`config.mk`:
```
export PLATFORM = sky130hd
export DESIGN_NAME = pmon_top
export DESIGN_NICKNAME = d
export VERILOG_FILES = /design/src/pmon_pkg.sv /design/src/pmon_top.sv /design/src/pmon_counter.sv
export VERILOG_INCLUDE_DIRS = /design/src
export SDC_FILE = /design/constraint.sdc
export NUM_CORES = 1
export LEC_CHECK = 0
export BUFFER_PORTS_ARGS = -buffer_cell sky130_fd_sc_hd__buf_4
export CAP_MARGIN = 15
export CORE_ASPECT_RATIO = 1.75
export CORE_UTILIZATION = 52
export DETAILED_ROUTE_END_ITERATION = 12
export PLACE_DENSITY = 0.74
export SLEW_MARGIN = 10
export SYNTH_ARGS = -nofsm -noshare
export SYNTH_HDL_FRONTEND = slang
export SYNTH_HIERARCHICAL = 1
export SYNTH_SLANG_ARGS = --single-unit
export TNS_END_PERCENT = 1
```
`constraint.sdc`:
```
create_clock -name mclk_i -period 3.63 [get_ports mclk_i]
set_input_delay 0.5445 -clock mclk_i [delete_from_list [all_inputs] [get_ports mclk_i]]
set_output_delay 0.5445 -clock mclk_i [all_outputs]
set_load 0.03 [all_outputs]
```
`src/pmon_params.svh`:
```
// constants of the performance monitor: register numbers, field positions, reset values
// assumes big-endian bit n of the register view maps to bit 31-n of a vector
`ifndef PMON_PARAMS_SVH
`define PMON_PARAMS_SVH

`define PMON_SPR_CTRL0 10'h3B8
`define PMON_SPR_UCTRL0 10'h3A8
`define PMON_SPR_CTRL1 10'h3BC
`define PMON_SPR_UCTRL1 10'h3AC
`define PMON_SPR_CNT1 10'h3B9
`define PMON_SPR_CNT2 10'h3BA
`define PMON_SPR_CNT3 10'h3BD
`define PMON_SPR_CNT4 10'h3BE

`define PMON_CTRL_RESET 32'h0000_0000
`define PMON_CNT_RESET 32'h0000_0000
`define PMON_RDATA_NONE 32'h0000_0000

// control zero fields
`define PMON_C0_GLOBAL_IE 26
`define PMON_C0_STOP_ON_IRQ 25
`define PMON_C0_TB_SEL_HI 24
`define PMON_C0_TB_SEL_LO 23
`define PMON_C0_THR_HI 21
`define PMON_C0_THR_LO 16
`define PMON_C0_CNT1_IE 15
`define PMON_C0_CNTX_IE 14
`define PMON_C0_SEL1_HI 12
`define PMON_C0_SEL1_LO 6
`define PMON_C0_SEL2_HI 5
`define PMON_C0_SEL2_LO 0

// control one fields
`define PMON_C1_SEL3_HI 31
`define PMON_C1_SEL3_LO 27
`define PMON_C1_SEL4_HI 26
`define PMON_C1_SEL4_LO 22
`define PMON_C1_WMASK 32'hFFC0_0000

// counter overflow flag
`define PMON_OVF_BIT 31

// time base lower bit picked by the two-bit select
`define PMON_TB_BIT_SEL0 16
`define PMON_TB_BIT_SEL1 12
`define PMON_TB_BIT_SEL2 8
`define PMON_TB_BIT_SEL3 0

`define PMON_NUM_CNT 4
`define PMON_INC_ZERO 2'h0
`define PMON_INC_ONE 2'h1

`endif

```
`src/pmon_pkg.sv`:
```
// types shared by the performance monitor files
// assumes pmon_params.svh is included alongside
`default_nettype none
package pmon_pkg;
    typedef logic [9:0] pmon_spr_t;
    typedef logic [31:0] pmon_word_t;
    typedef logic [1:0] pmon_inc_t;

    // counter one event codes
    typedef enum logic [6:0] {
        PMON_S1_HOLD = 7'h00,
        PMON_S1_CYCLES = 7'h01,
        PMON_S1_INSTR_DONE = 7'h02,
        PMON_S1_TB_EDGE = 7'h03,
        PMON_S1_DISPATCH = 7'h04,
        PMON_S1_IO_ORDER = 7'h05,
        PMON_S1_XLATE_SEARCH = 7'h06,
        PMON_S1_L2_HIT = 7'h07,
        PMON_S1_IEA_VALID = 7'h08,
        PMON_S1_BKPT_MATCH = 7'h09,
        PMON_S1_LOAD_MISS_THR = 7'h0A,
        PMON_S1_BR_UNRESOLVED = 7'h0B,
        PMON_S1_BR_STALL = 7'h0C,
        PMON_S1_L1I_MISS = 7'h0D
    } pmon_sel1_e;

    // codes shared by counters two to four
    typedef enum logic [5:0] {
        PMON_SX_HOLD = 6'h00,
        PMON_SX_CYCLES = 6'h01,
        PMON_SX_INSTR_DONE = 6'h02,
        PMON_SX_TB_EDGE = 6'h03,
        PMON_SX_DISPATCH = 6'h04
    } pmon_selx_e;

    // interrupt signalling state
    typedef enum logic [1:0] {
        PMON_IRQ_IDLE = 2'b00,
        PMON_IRQ_PEND = 2'b01,
        PMON_IRQ_TAKEN = 2'b10
    } pmon_irq_e;
endpackage
`default_nettype wire

```
`src/pmon_top.sv`:
```
// performance monitor: two control registers, their user mirrors, four event counters
// assumes special register moves arrive as one-cycle strobes and events are synchronous
// What this block does
// - user mirror of control zero at number 936 reads its live contents
// - control one holds counter three and four 5-bit event selectors
// - control one read and written at number 956; lower bits reserved
// - user mirror of control one at number 940 reads its live contents
// - four independent 32-bit counters, each may request an overflow interrupt
// - top bit is the overflow flag, lower bits hold the count
// - counter counts as overflowed once its top bit is one
// - interrupt needs global enable and the matching overflow enable: counter one's own, or the one shared by counters two to four
// - condition may stand masked; exception taken once external enable is set
// - stop-on-interrupt freezes all counters while an interrupt is signalled
// - software should load counters with top bit clear, else spurious interrupt
// - counting runs while a selection is written, until cleared or, with stop-on-interrupt set, an interrupt
// - counter one codes: hold, every cycle, completed instructions
// - counter one code three counts rising edges of a chosen time base bit
// - counter one codes: dispatched, in-order I/O done, translation search cycles
// - counter one codes: level-two hits, fetch addresses, breakpoint matches
// - counter one code ten counts load misses above the latency threshold
// - counter one codes: unresolved branches, branch stalls, instruction cache misses
// - other counter one codes are reserved and count nothing
// - counter two codes: hold, every cycle, completed instructions
// - global interrupt enable clears itself when the interrupt is taken
// - counter one enable at bit 16, shared enable at bit 17
`default_nettype none
`include "pmon_params.svh"
module pmon_top (
    input wire logic mclk_i,
    input wire logic rstn_i,
    input wire pmon_pkg::pmon_spr_t spr_num_i,
    input wire logic spr_wr_i,
    input wire logic spr_rd_i,
    input wire pmon_pkg::pmon_word_t spr_wdata_i,
    input wire logic external_irq_enable_i,
    input wire logic [31:0] tb_lower_i,
    input wire logic [1:0] ev_instr_done_i,
    input wire logic [1:0] ev_dispatch_i,
    input wire logic ev_io_order_done_i,
    input wire logic ev_xlate_search_i,
    input wire logic ev_l2_hit_i,
    input wire logic ev_iea_valid_i,
    input wire logic ev_bkpt_match_i,
    input wire logic ev_l1d_load_miss_i,
    input wire logic [7:0] l1d_miss_latency_i,
    input wire logic ev_branch_unresolved_i,
    input wire logic ev_branch_stall_i,
    input wire logic ev_l1i_miss_i,
    output logic [31:0] spr_rdata_o,
    output logic spr_rd_valid_o,
    output logic pm_irq_o,
    output logic pm_exception_o
);
    import pmon_pkg::*;

    pmon_word_t ctrl0_reg;
    pmon_word_t ctrl0_next;
    pmon_word_t ctrl1_reg;
    pmon_word_t ctrl1_next;
    pmon_word_t rdata_reg;
    pmon_word_t rdata_next;
    logic rd_valid_reg;
    logic rd_valid_next;
    logic tb_bit_reg;
    logic tb_bit_next;
    pmon_irq_e irq_state_reg;
    pmon_irq_e irq_state_next;
    logic exc_reg;
    logic exc_next;
    logic irq_reg;
    logic irq_next;

    logic [31:0] cnt [`PMON_NUM_CNT];
    logic [`PMON_NUM_CNT-1:0] cnt_load;
    pmon_inc_t cnt_inc [`PMON_NUM_CNT];
    logic [5:0] sel_x [`PMON_NUM_CNT];
    pmon_spr_t cnt_spr [`PMON_NUM_CNT];

    logic tb_bit;
    logic tb_rise;
    logic irq_cond;
    logic irq_take;
    logic freeze;
    logic [6:0] sel1;
    logic [5:0] thr;

    assign sel1 = ctrl0_reg[`PMON_C0_SEL1_HI:`PMON_C0_SEL1_LO];
    assign thr = ctrl0_reg[`PMON_C0_THR_HI:`PMON_C0_THR_LO];
    assign sel_x[0] = 6'h00;
    assign sel_x[1] = ctrl0_reg[`PMON_C0_SEL2_HI:`PMON_C0_SEL2_LO];
    assign sel_x[2] = {1'b0, ctrl1_reg[`PMON_C1_SEL3_HI:`PMON_C1_SEL3_LO]};
    assign sel_x[3] = {1'b0, ctrl1_reg[`PMON_C1_SEL4_HI:`PMON_C1_SEL4_LO]};
    assign cnt_spr[0] = `PMON_SPR_CNT1;
    assign cnt_spr[1] = `PMON_SPR_CNT2;
    assign cnt_spr[2] = `PMON_SPR_CNT3;
    assign cnt_spr[3] = `PMON_SPR_CNT4;

    // time base bit select and rising edge
    always_comb begin
        unique case (ctrl0_reg[`PMON_C0_TB_SEL_HI:`PMON_C0_TB_SEL_LO])
            2'b00: tb_bit = tb_lower_i[`PMON_TB_BIT_SEL0];
            2'b01: tb_bit = tb_lower_i[`PMON_TB_BIT_SEL1];
            2'b10: tb_bit = tb_lower_i[`PMON_TB_BIT_SEL2];
            2'b11: tb_bit = tb_lower_i[`PMON_TB_BIT_SEL3];
        endcase
        tb_bit_next = tb_bit;
        // changing the select can fake one edge; accepted, software reprograms rarely
        tb_rise = tb_bit && !tb_bit_reg;
    end

    // overflow interrupt condition; level form keeps it pending while masked
    always_comb begin
        irq_cond = ctrl0_reg[`PMON_C0_GLOBAL_IE]
            && ((ctrl0_reg[`PMON_C0_CNT1_IE] && cnt[0][`PMON_OVF_BIT])
            || (ctrl0_reg[`PMON_C0_CNTX_IE] && (cnt[1][`PMON_OVF_BIT]
            || cnt[2][`PMON_OVF_BIT] || cnt[3][`PMON_OVF_BIT])));
        irq_take = irq_cond && external_irq_enable_i;
        irq_next = irq_cond;
        freeze = ctrl0_reg[`PMON_C0_STOP_ON_IRQ] && irq_cond;
        exc_next = irq_take;
        if (irq_take) begin
            irq_state_next = PMON_IRQ_TAKEN;
        end else if (irq_cond) begin
            irq_state_next = PMON_IRQ_PEND;
        end else begin
            irq_state_next = PMON_IRQ_IDLE;
        end
    end

    // per-counter event choice and the counter itself
    genvar gi;
    generate
        for (gi = 0; gi < `PMON_NUM_CNT; gi++) begin : g_cnt
            always_comb begin
                cnt_load[gi] = spr_wr_i && (spr_num_i == cnt_spr[gi]);
                cnt_inc[gi] = `PMON_INC_ZERO;
                if (gi == 0) begin
                    // unknown codes fall to zero increment
                    case (sel1)
                        PMON_S1_HOLD: cnt_inc[gi] = `PMON_INC_ZERO;
                        PMON_S1_CYCLES: cnt_inc[gi] = `PMON_INC_ONE;
                        PMON_S1_INSTR_DONE: cnt_inc[gi] = ev_instr_done_i;
                        PMON_S1_TB_EDGE: cnt_inc[gi] = {1'b0, tb_rise};
                        PMON_S1_DISPATCH: cnt_inc[gi] = ev_dispatch_i;
                        PMON_S1_IO_ORDER: cnt_inc[gi] = {1'b0, ev_io_order_done_i};
                        PMON_S1_XLATE_SEARCH: cnt_inc[gi] = {1'b0, ev_xlate_search_i};
                        PMON_S1_L2_HIT: cnt_inc[gi] = {1'b0, ev_l2_hit_i};
                        PMON_S1_IEA_VALID: cnt_inc[gi] = {1'b0, ev_iea_valid_i};
                        PMON_S1_BKPT_MATCH: cnt_inc[gi] = {1'b0, ev_bkpt_match_i};
                        PMON_S1_LOAD_MISS_THR: cnt_inc[gi] =
                            {1'b0, ev_l1d_load_miss_i && (l1d_miss_latency_i > {2'h0, thr})};
                        PMON_S1_BR_UNRESOLVED: cnt_inc[gi] = {1'b0, ev_branch_unresolved_i};
                        PMON_S1_BR_STALL: cnt_inc[gi] = {1'b0, ev_branch_stall_i};
                        PMON_S1_L1I_MISS: cnt_inc[gi] = {1'b0, ev_l1i_miss_i};
                        default: cnt_inc[gi] = `PMON_INC_ZERO;
                    endcase
                end else begin
                    case (sel_x[gi])
                        PMON_SX_HOLD: cnt_inc[gi] = `PMON_INC_ZERO;
                        PMON_SX_CYCLES: cnt_inc[gi] = `PMON_INC_ONE;
                        PMON_SX_INSTR_DONE: cnt_inc[gi] = ev_instr_done_i;
                        PMON_SX_TB_EDGE: cnt_inc[gi] = {1'b0, tb_rise};
                        PMON_SX_DISPATCH: cnt_inc[gi] = ev_dispatch_i;
                        default: cnt_inc[gi] = `PMON_INC_ZERO;
                    endcase
                end
                if (freeze) begin
                    cnt_inc[gi] = `PMON_INC_ZERO;
                end
            end

            pmon_counter u_cnt (
                .mclk_i(mclk_i),
                .rstn_i(rstn_i),
                .load_i(cnt_load[gi]),
                .load_data_i(spr_wdata_i),
                .inc_i(cnt_inc[gi]),
                .count_o(cnt[gi])
            );
        end
    endgenerate

    // control registers
    always_comb begin
        ctrl0_next = ctrl0_reg;
        ctrl1_next = ctrl1_reg;
        if (spr_wr_i && spr_num_i == `PMON_SPR_CTRL0) begin
            ctrl0_next = spr_wdata_i;
        end else if (irq_take) begin
            // a software write in the take cycle wins so a re-arm is never lost
            ctrl0_next[`PMON_C0_GLOBAL_IE] = 1'b0;
        end
        if (spr_wr_i && spr_num_i == `PMON_SPR_CTRL1) begin
            ctrl1_next = spr_wdata_i & `PMON_C1_WMASK;
        end
    end

    // read port: one cycle after the strobe
    always_comb begin
        rd_valid_next = spr_rd_i;
        rdata_next = `PMON_RDATA_NONE;
        if (spr_rd_i) begin
            unique case (spr_num_i)
                `PMON_SPR_CTRL0: rdata_next = ctrl0_reg;
                `PMON_SPR_UCTRL0: rdata_next = ctrl0_reg;
                `PMON_SPR_CTRL1: rdata_next = ctrl1_reg;
                `PMON_SPR_UCTRL1: rdata_next = ctrl1_reg;
                `PMON_SPR_CNT1: rdata_next = cnt[0];
                `PMON_SPR_CNT2: rdata_next = cnt[1];
                `PMON_SPR_CNT3: rdata_next = cnt[2];
                `PMON_SPR_CNT4: rdata_next = cnt[3];
                default: rdata_next = `PMON_RDATA_NONE;
            endcase
        end
    end

    always_ff @(posedge mclk_i) begin
        if (!rstn_i) begin
            ctrl0_reg <= `PMON_CTRL_RESET;
            ctrl1_reg <= `PMON_CTRL_RESET;
            rdata_reg <= `PMON_RDATA_NONE;
            rd_valid_reg <= 1'b0;
            tb_bit_reg <= 1'b0;
            irq_state_reg <= PMON_IRQ_IDLE;
            exc_reg <= 1'b0;
            irq_reg <= 1'b0;
        end else begin
            ctrl0_reg <= ctrl0_next;
            ctrl1_reg <= ctrl1_next;
            rdata_reg <= rdata_next;
            rd_valid_reg <= rd_valid_next;
            tb_bit_reg <= tb_bit_next;
            irq_state_reg <= irq_state_next;
            exc_reg <= exc_next;
            irq_reg <= irq_next;
        end
    end

    assign spr_rdata_o = rdata_reg;
    assign spr_rd_valid_o = rd_valid_reg;
    assign pm_irq_o = irq_reg;
    assign pm_exception_o = exc_reg;
endmodule
`default_nettype wire

```
`src/pmon_counter.sv`:
```
// one 32-bit event counter: software load or hardware add
// assumes the caller gates the increment for freeze and hold codes
`default_nettype none
`include "pmon_params.svh"
module pmon_counter (
    input wire logic mclk_i,
    input wire logic rstn_i,
    input wire logic load_i,
    input wire pmon_pkg::pmon_word_t load_data_i,
    input wire pmon_pkg::pmon_inc_t inc_i,
    output logic [31:0] count_o
);
    import pmon_pkg::*;

    pmon_word_t count_reg;
    pmon_word_t count_next;

    always_comb begin
        // a load beats a same-cycle event so software sees exactly what it wrote
        if (load_i) begin
            count_next = load_data_i;
        end else begin
            count_next = count_reg + {30'h0, inc_i};
        end
    end

    always_ff @(posedge mclk_i) begin
        if (!rstn_i) begin
            count_reg <= `PMON_CNT_RESET;
        end else begin
            count_reg <= count_next;
        end
    end

    assign count_o = count_reg;
endmodule
`default_nettype wire

```
==> run metrics <==
status completed; sequential cell area 4125 µm²; DR vias 11820; Tmin final 3596 ps; Post-synth ARST share 0%; initial antenna violation count 0; VDD IR max 0.2490 mV; Die Ht 201.8 µm; routed vias/inst 6.597; Initial Utilization 53.32%; Worst Path Class, Setup reg -> reg; drt total wl 39630 µm; CTS buffer count 20; cells on worst reg2reg path 12; Port-buffer cells 106; gr ovfl total 0; Routed Antenna Nets 0; Max-cap violations 0; global-route wire length before repair 60980 µm; Primary FF master, synth dfxtp_1; clk slew on worst S/H paths 70 ps; Hold Fails Final Rpt 0; Multi-input gate area 7088 µm²; core area 22250 µm²; RR Startpoint g_cnt[2].u_cnt/count_o[31]; nets 1599; io pins 135; final-report setup violation count 0; largest net degree at the start of global routing 153; period utilisation layout 99.05%; clock root buffer clkbuf_16; crit end category flip-flop; Clock Path Buffers 3; crit-path max FO 7; drt pass-1 iters 6; Leakage Power 4.891 nW; nature of the critical path startpoint flip-flop; most frequent cells in the layout dfxtp_1, buf_4, nand2_1; Detailed Route Iter0 Violations 1009; top cell type's share of synthesized area 34.76%; CP required 4070 ps; vias in the first global route 10990; n_diodes 0; CP Launch Point g_cnt[2].u_cnt/count_o[31]; # hold bufs at CTS 0; # H-tree levels 1; Core Util, Final 61.08%; DRC 0; Critical Path AT 4030 ps; commonest non-fill, non-tap cell in the layout dfxtp_1; dominant cell type by area after synthesis dfxtp_1; Cell Area, Synth 11870 µm²; worst-margin pin slew 916.3 ps; HP Class in -> reg; RSZ-0062 raised after global routing true; die area 23450 µm²; syn nets 1526; Post-synth EDFFs 0; Area contributors post-synth dfxtp_1, mux2i_1, o21ai_0; Final Max Slew Viols 0; wire per inst 22.13 µm; Setup Skew 10.70 ps; DP HPWL 28390 µm; Sum Neg Setup Slack 0 ps; highest clock rate 0.2781 GHz; cell count after synthesis 1408; Power Dens Cells 341.8 nW/µm²; Skew-Pair Late Insertion Delay 510 ps; Critical Path End g_cnt[0].u_cnt/count_o[26]; clock net sink count 206; Die X 116.2 µm; FF-to-FF setup slack 30 ps; CTS tree done; P&R area growth vs syn 14.54%; Fill cells 2034; #FFs+latches synth 206; share of layout cells above drive strength 1 14.65%; number of flip-flops in the largest register 128; relative slew slack 38.87%; Worst R2R End g_cnt[0].u_cnt/count_o[26]; FP Rows 72; Final Wtd Congestion 0.9532; Synth Warn # 6; GR Util All Layers 33.92%; mean post-synth cell area 8.427 µm²; Netlist cell types 63; Seq/Total Area, Yosys 34.76%; setup ws final 34.49 ps; pre-CTS setup slack -160.0 ps
[Yosys cell counts, types with 5 or more instances]
| master | n |
|---|---|
| dfxtp_1 | 206 |
| nand2b_1 | 21 |
| a21boi_1 | 7 |
| or4_1 | 55 |
| nand4_1 | 44 |
| o211a_1 | 12 |
| clkbuf_1 | 67 |
| a22oi_1 | 28 |
| and2_1 | 17 |
| inv_1 | 36 |
| o311a_1 | 8 |
| a21oi_1 | 32 |
| xor2_1 | 20 |
| a21o_1 | 5 |
| and4_1 | 25 |
| a21boi_0 | 27 |
| nand3b_1 | 11 |
| o31ai_1 | 53 |
| buf_6 | 12 |
| nand3_1 | 27 |
| nor2b_1 | 34 |
| o31a_1 | 8 |
| a31oi_1 | 68 |
| xnor2_1 | 16 |
| buf_2 | 13 |
| nand2_1 | 137 |
| o22ai_1 | 14 |
| o221ai_1 | 9 |
| nor2_1 | 44 |
| nor4_1 | 14 |
| ha_1 | 14 |
| o21ai_0 | 127 |
| and3_1 | 26 |
| nor3_1 | 10 |
| a222oi_1 | 9 |
| or3_1 | 18 |
| mux2i_1 | 70 |
| buf_4 | 16 |
[stage by stage]
| stage | hold slack [ps] | std cells | area [µm²] | total power (W) |
|---|---|---|---|---|
| after floorplan | 430.0 | 1408 | 11870 | 0.002418 |
| after global placement | 436.0 | 1751 | 12870 | 0.002565 |
| after detailed placement | 448.6 | 1751 | 12870 | 0.002566 |
| after CTS | 267.6 | 1789 | 13540 | 0.004652 |
| after global routing | 282.0 | 1791 | 13590 | 0.004770 |
| final | 264.4 | 1791 | 13590 | 0.004646 |
[area by class of cell]
class	count	share of cell area, %
flip-flops and latches	206	30.35
clock inverters	7	0.6997
clock buffers	29	4.088
inverters	40	1.105
repair buffers	159	8.875
multi-input cells	1054	52.15
well taps	296	2.725
[power breakdown]
| group | switching [W] | total, W | internal [W] |
|---|---|---|---|
| sequential | 0.00000169 | 0.00226 | 0.00226 |
| combinational | 0.000158 | 0.000259 | 0.000101 |
| clock | 0.000909 | 0.00212 | 0.00121 |
| total | 0.00107 | 0.00465 | 0.00358 |
[cells by family after synthesis]
| logic type | count (synthesis) | synth area share (%) |
|---|---|---|
| DFF | 206 | 34.76 |
| muxes | 71 | 6.095 |
| adders and majority gates | 18 | 2.151 |
| AOI/OAI and AO/OA | 424 | 23.63 |
| buffers and inverters | 148 | 6.085 |
| and+or+nand+nor | 505 | 24.62 |
| xor gates and xnor gates | 36 | 2.657 |
[worst min path at each step]
stage                               start              to  depth (start not counted)
floorplan                   ctrl0_reg[22]   ctrl0_reg[22]                          2
finish              external_irq_enable_i  pm_exception_o                          2
detailed placement          ctrl0_reg[22]   ctrl0_reg[22]                          2
global placement            ctrl0_reg[22]   ctrl0_reg[22]                          2
CTS                 external_irq_enable_i  pm_exception_o                          2
global route        external_irq_enable_i  pm_exception_o                          2
[critical path: stages, from the launching register on]
cell and delay [ps]:
dfxtp_2 330, o31ai_1 210, nand2_1 170, and3_4 200, or4_4 540, a21oi_2 140
ha_2 200, inv_2 40, fa_2 390, and2b_4 320, nand4_1 270, or4_1 540
a31oi_1 160
[layer usage]
| layer | up-vias | global-route usage (%) | part of all wire (%) |
|---|---|---|---|
| met5 | - | 0 | 0 |
| met1 | 5581 | 40.09 | 37 |
| met2 | 593 | 55.82 | 47 |
| li1 | 5461 | - | - |
| met3 | 180 | 5.277 | 8.1 |
| met4 | 0 | 22.48 | 7.8 |
[repair_timing]
action / in CTS / in global routing
endpoints found under the setup margin: 6 / 25
pin swaps: 1 / 11
setup buffers: 2 / 2
gates resized for setup: 1 / 14
(Power assumes the default switching activity.)
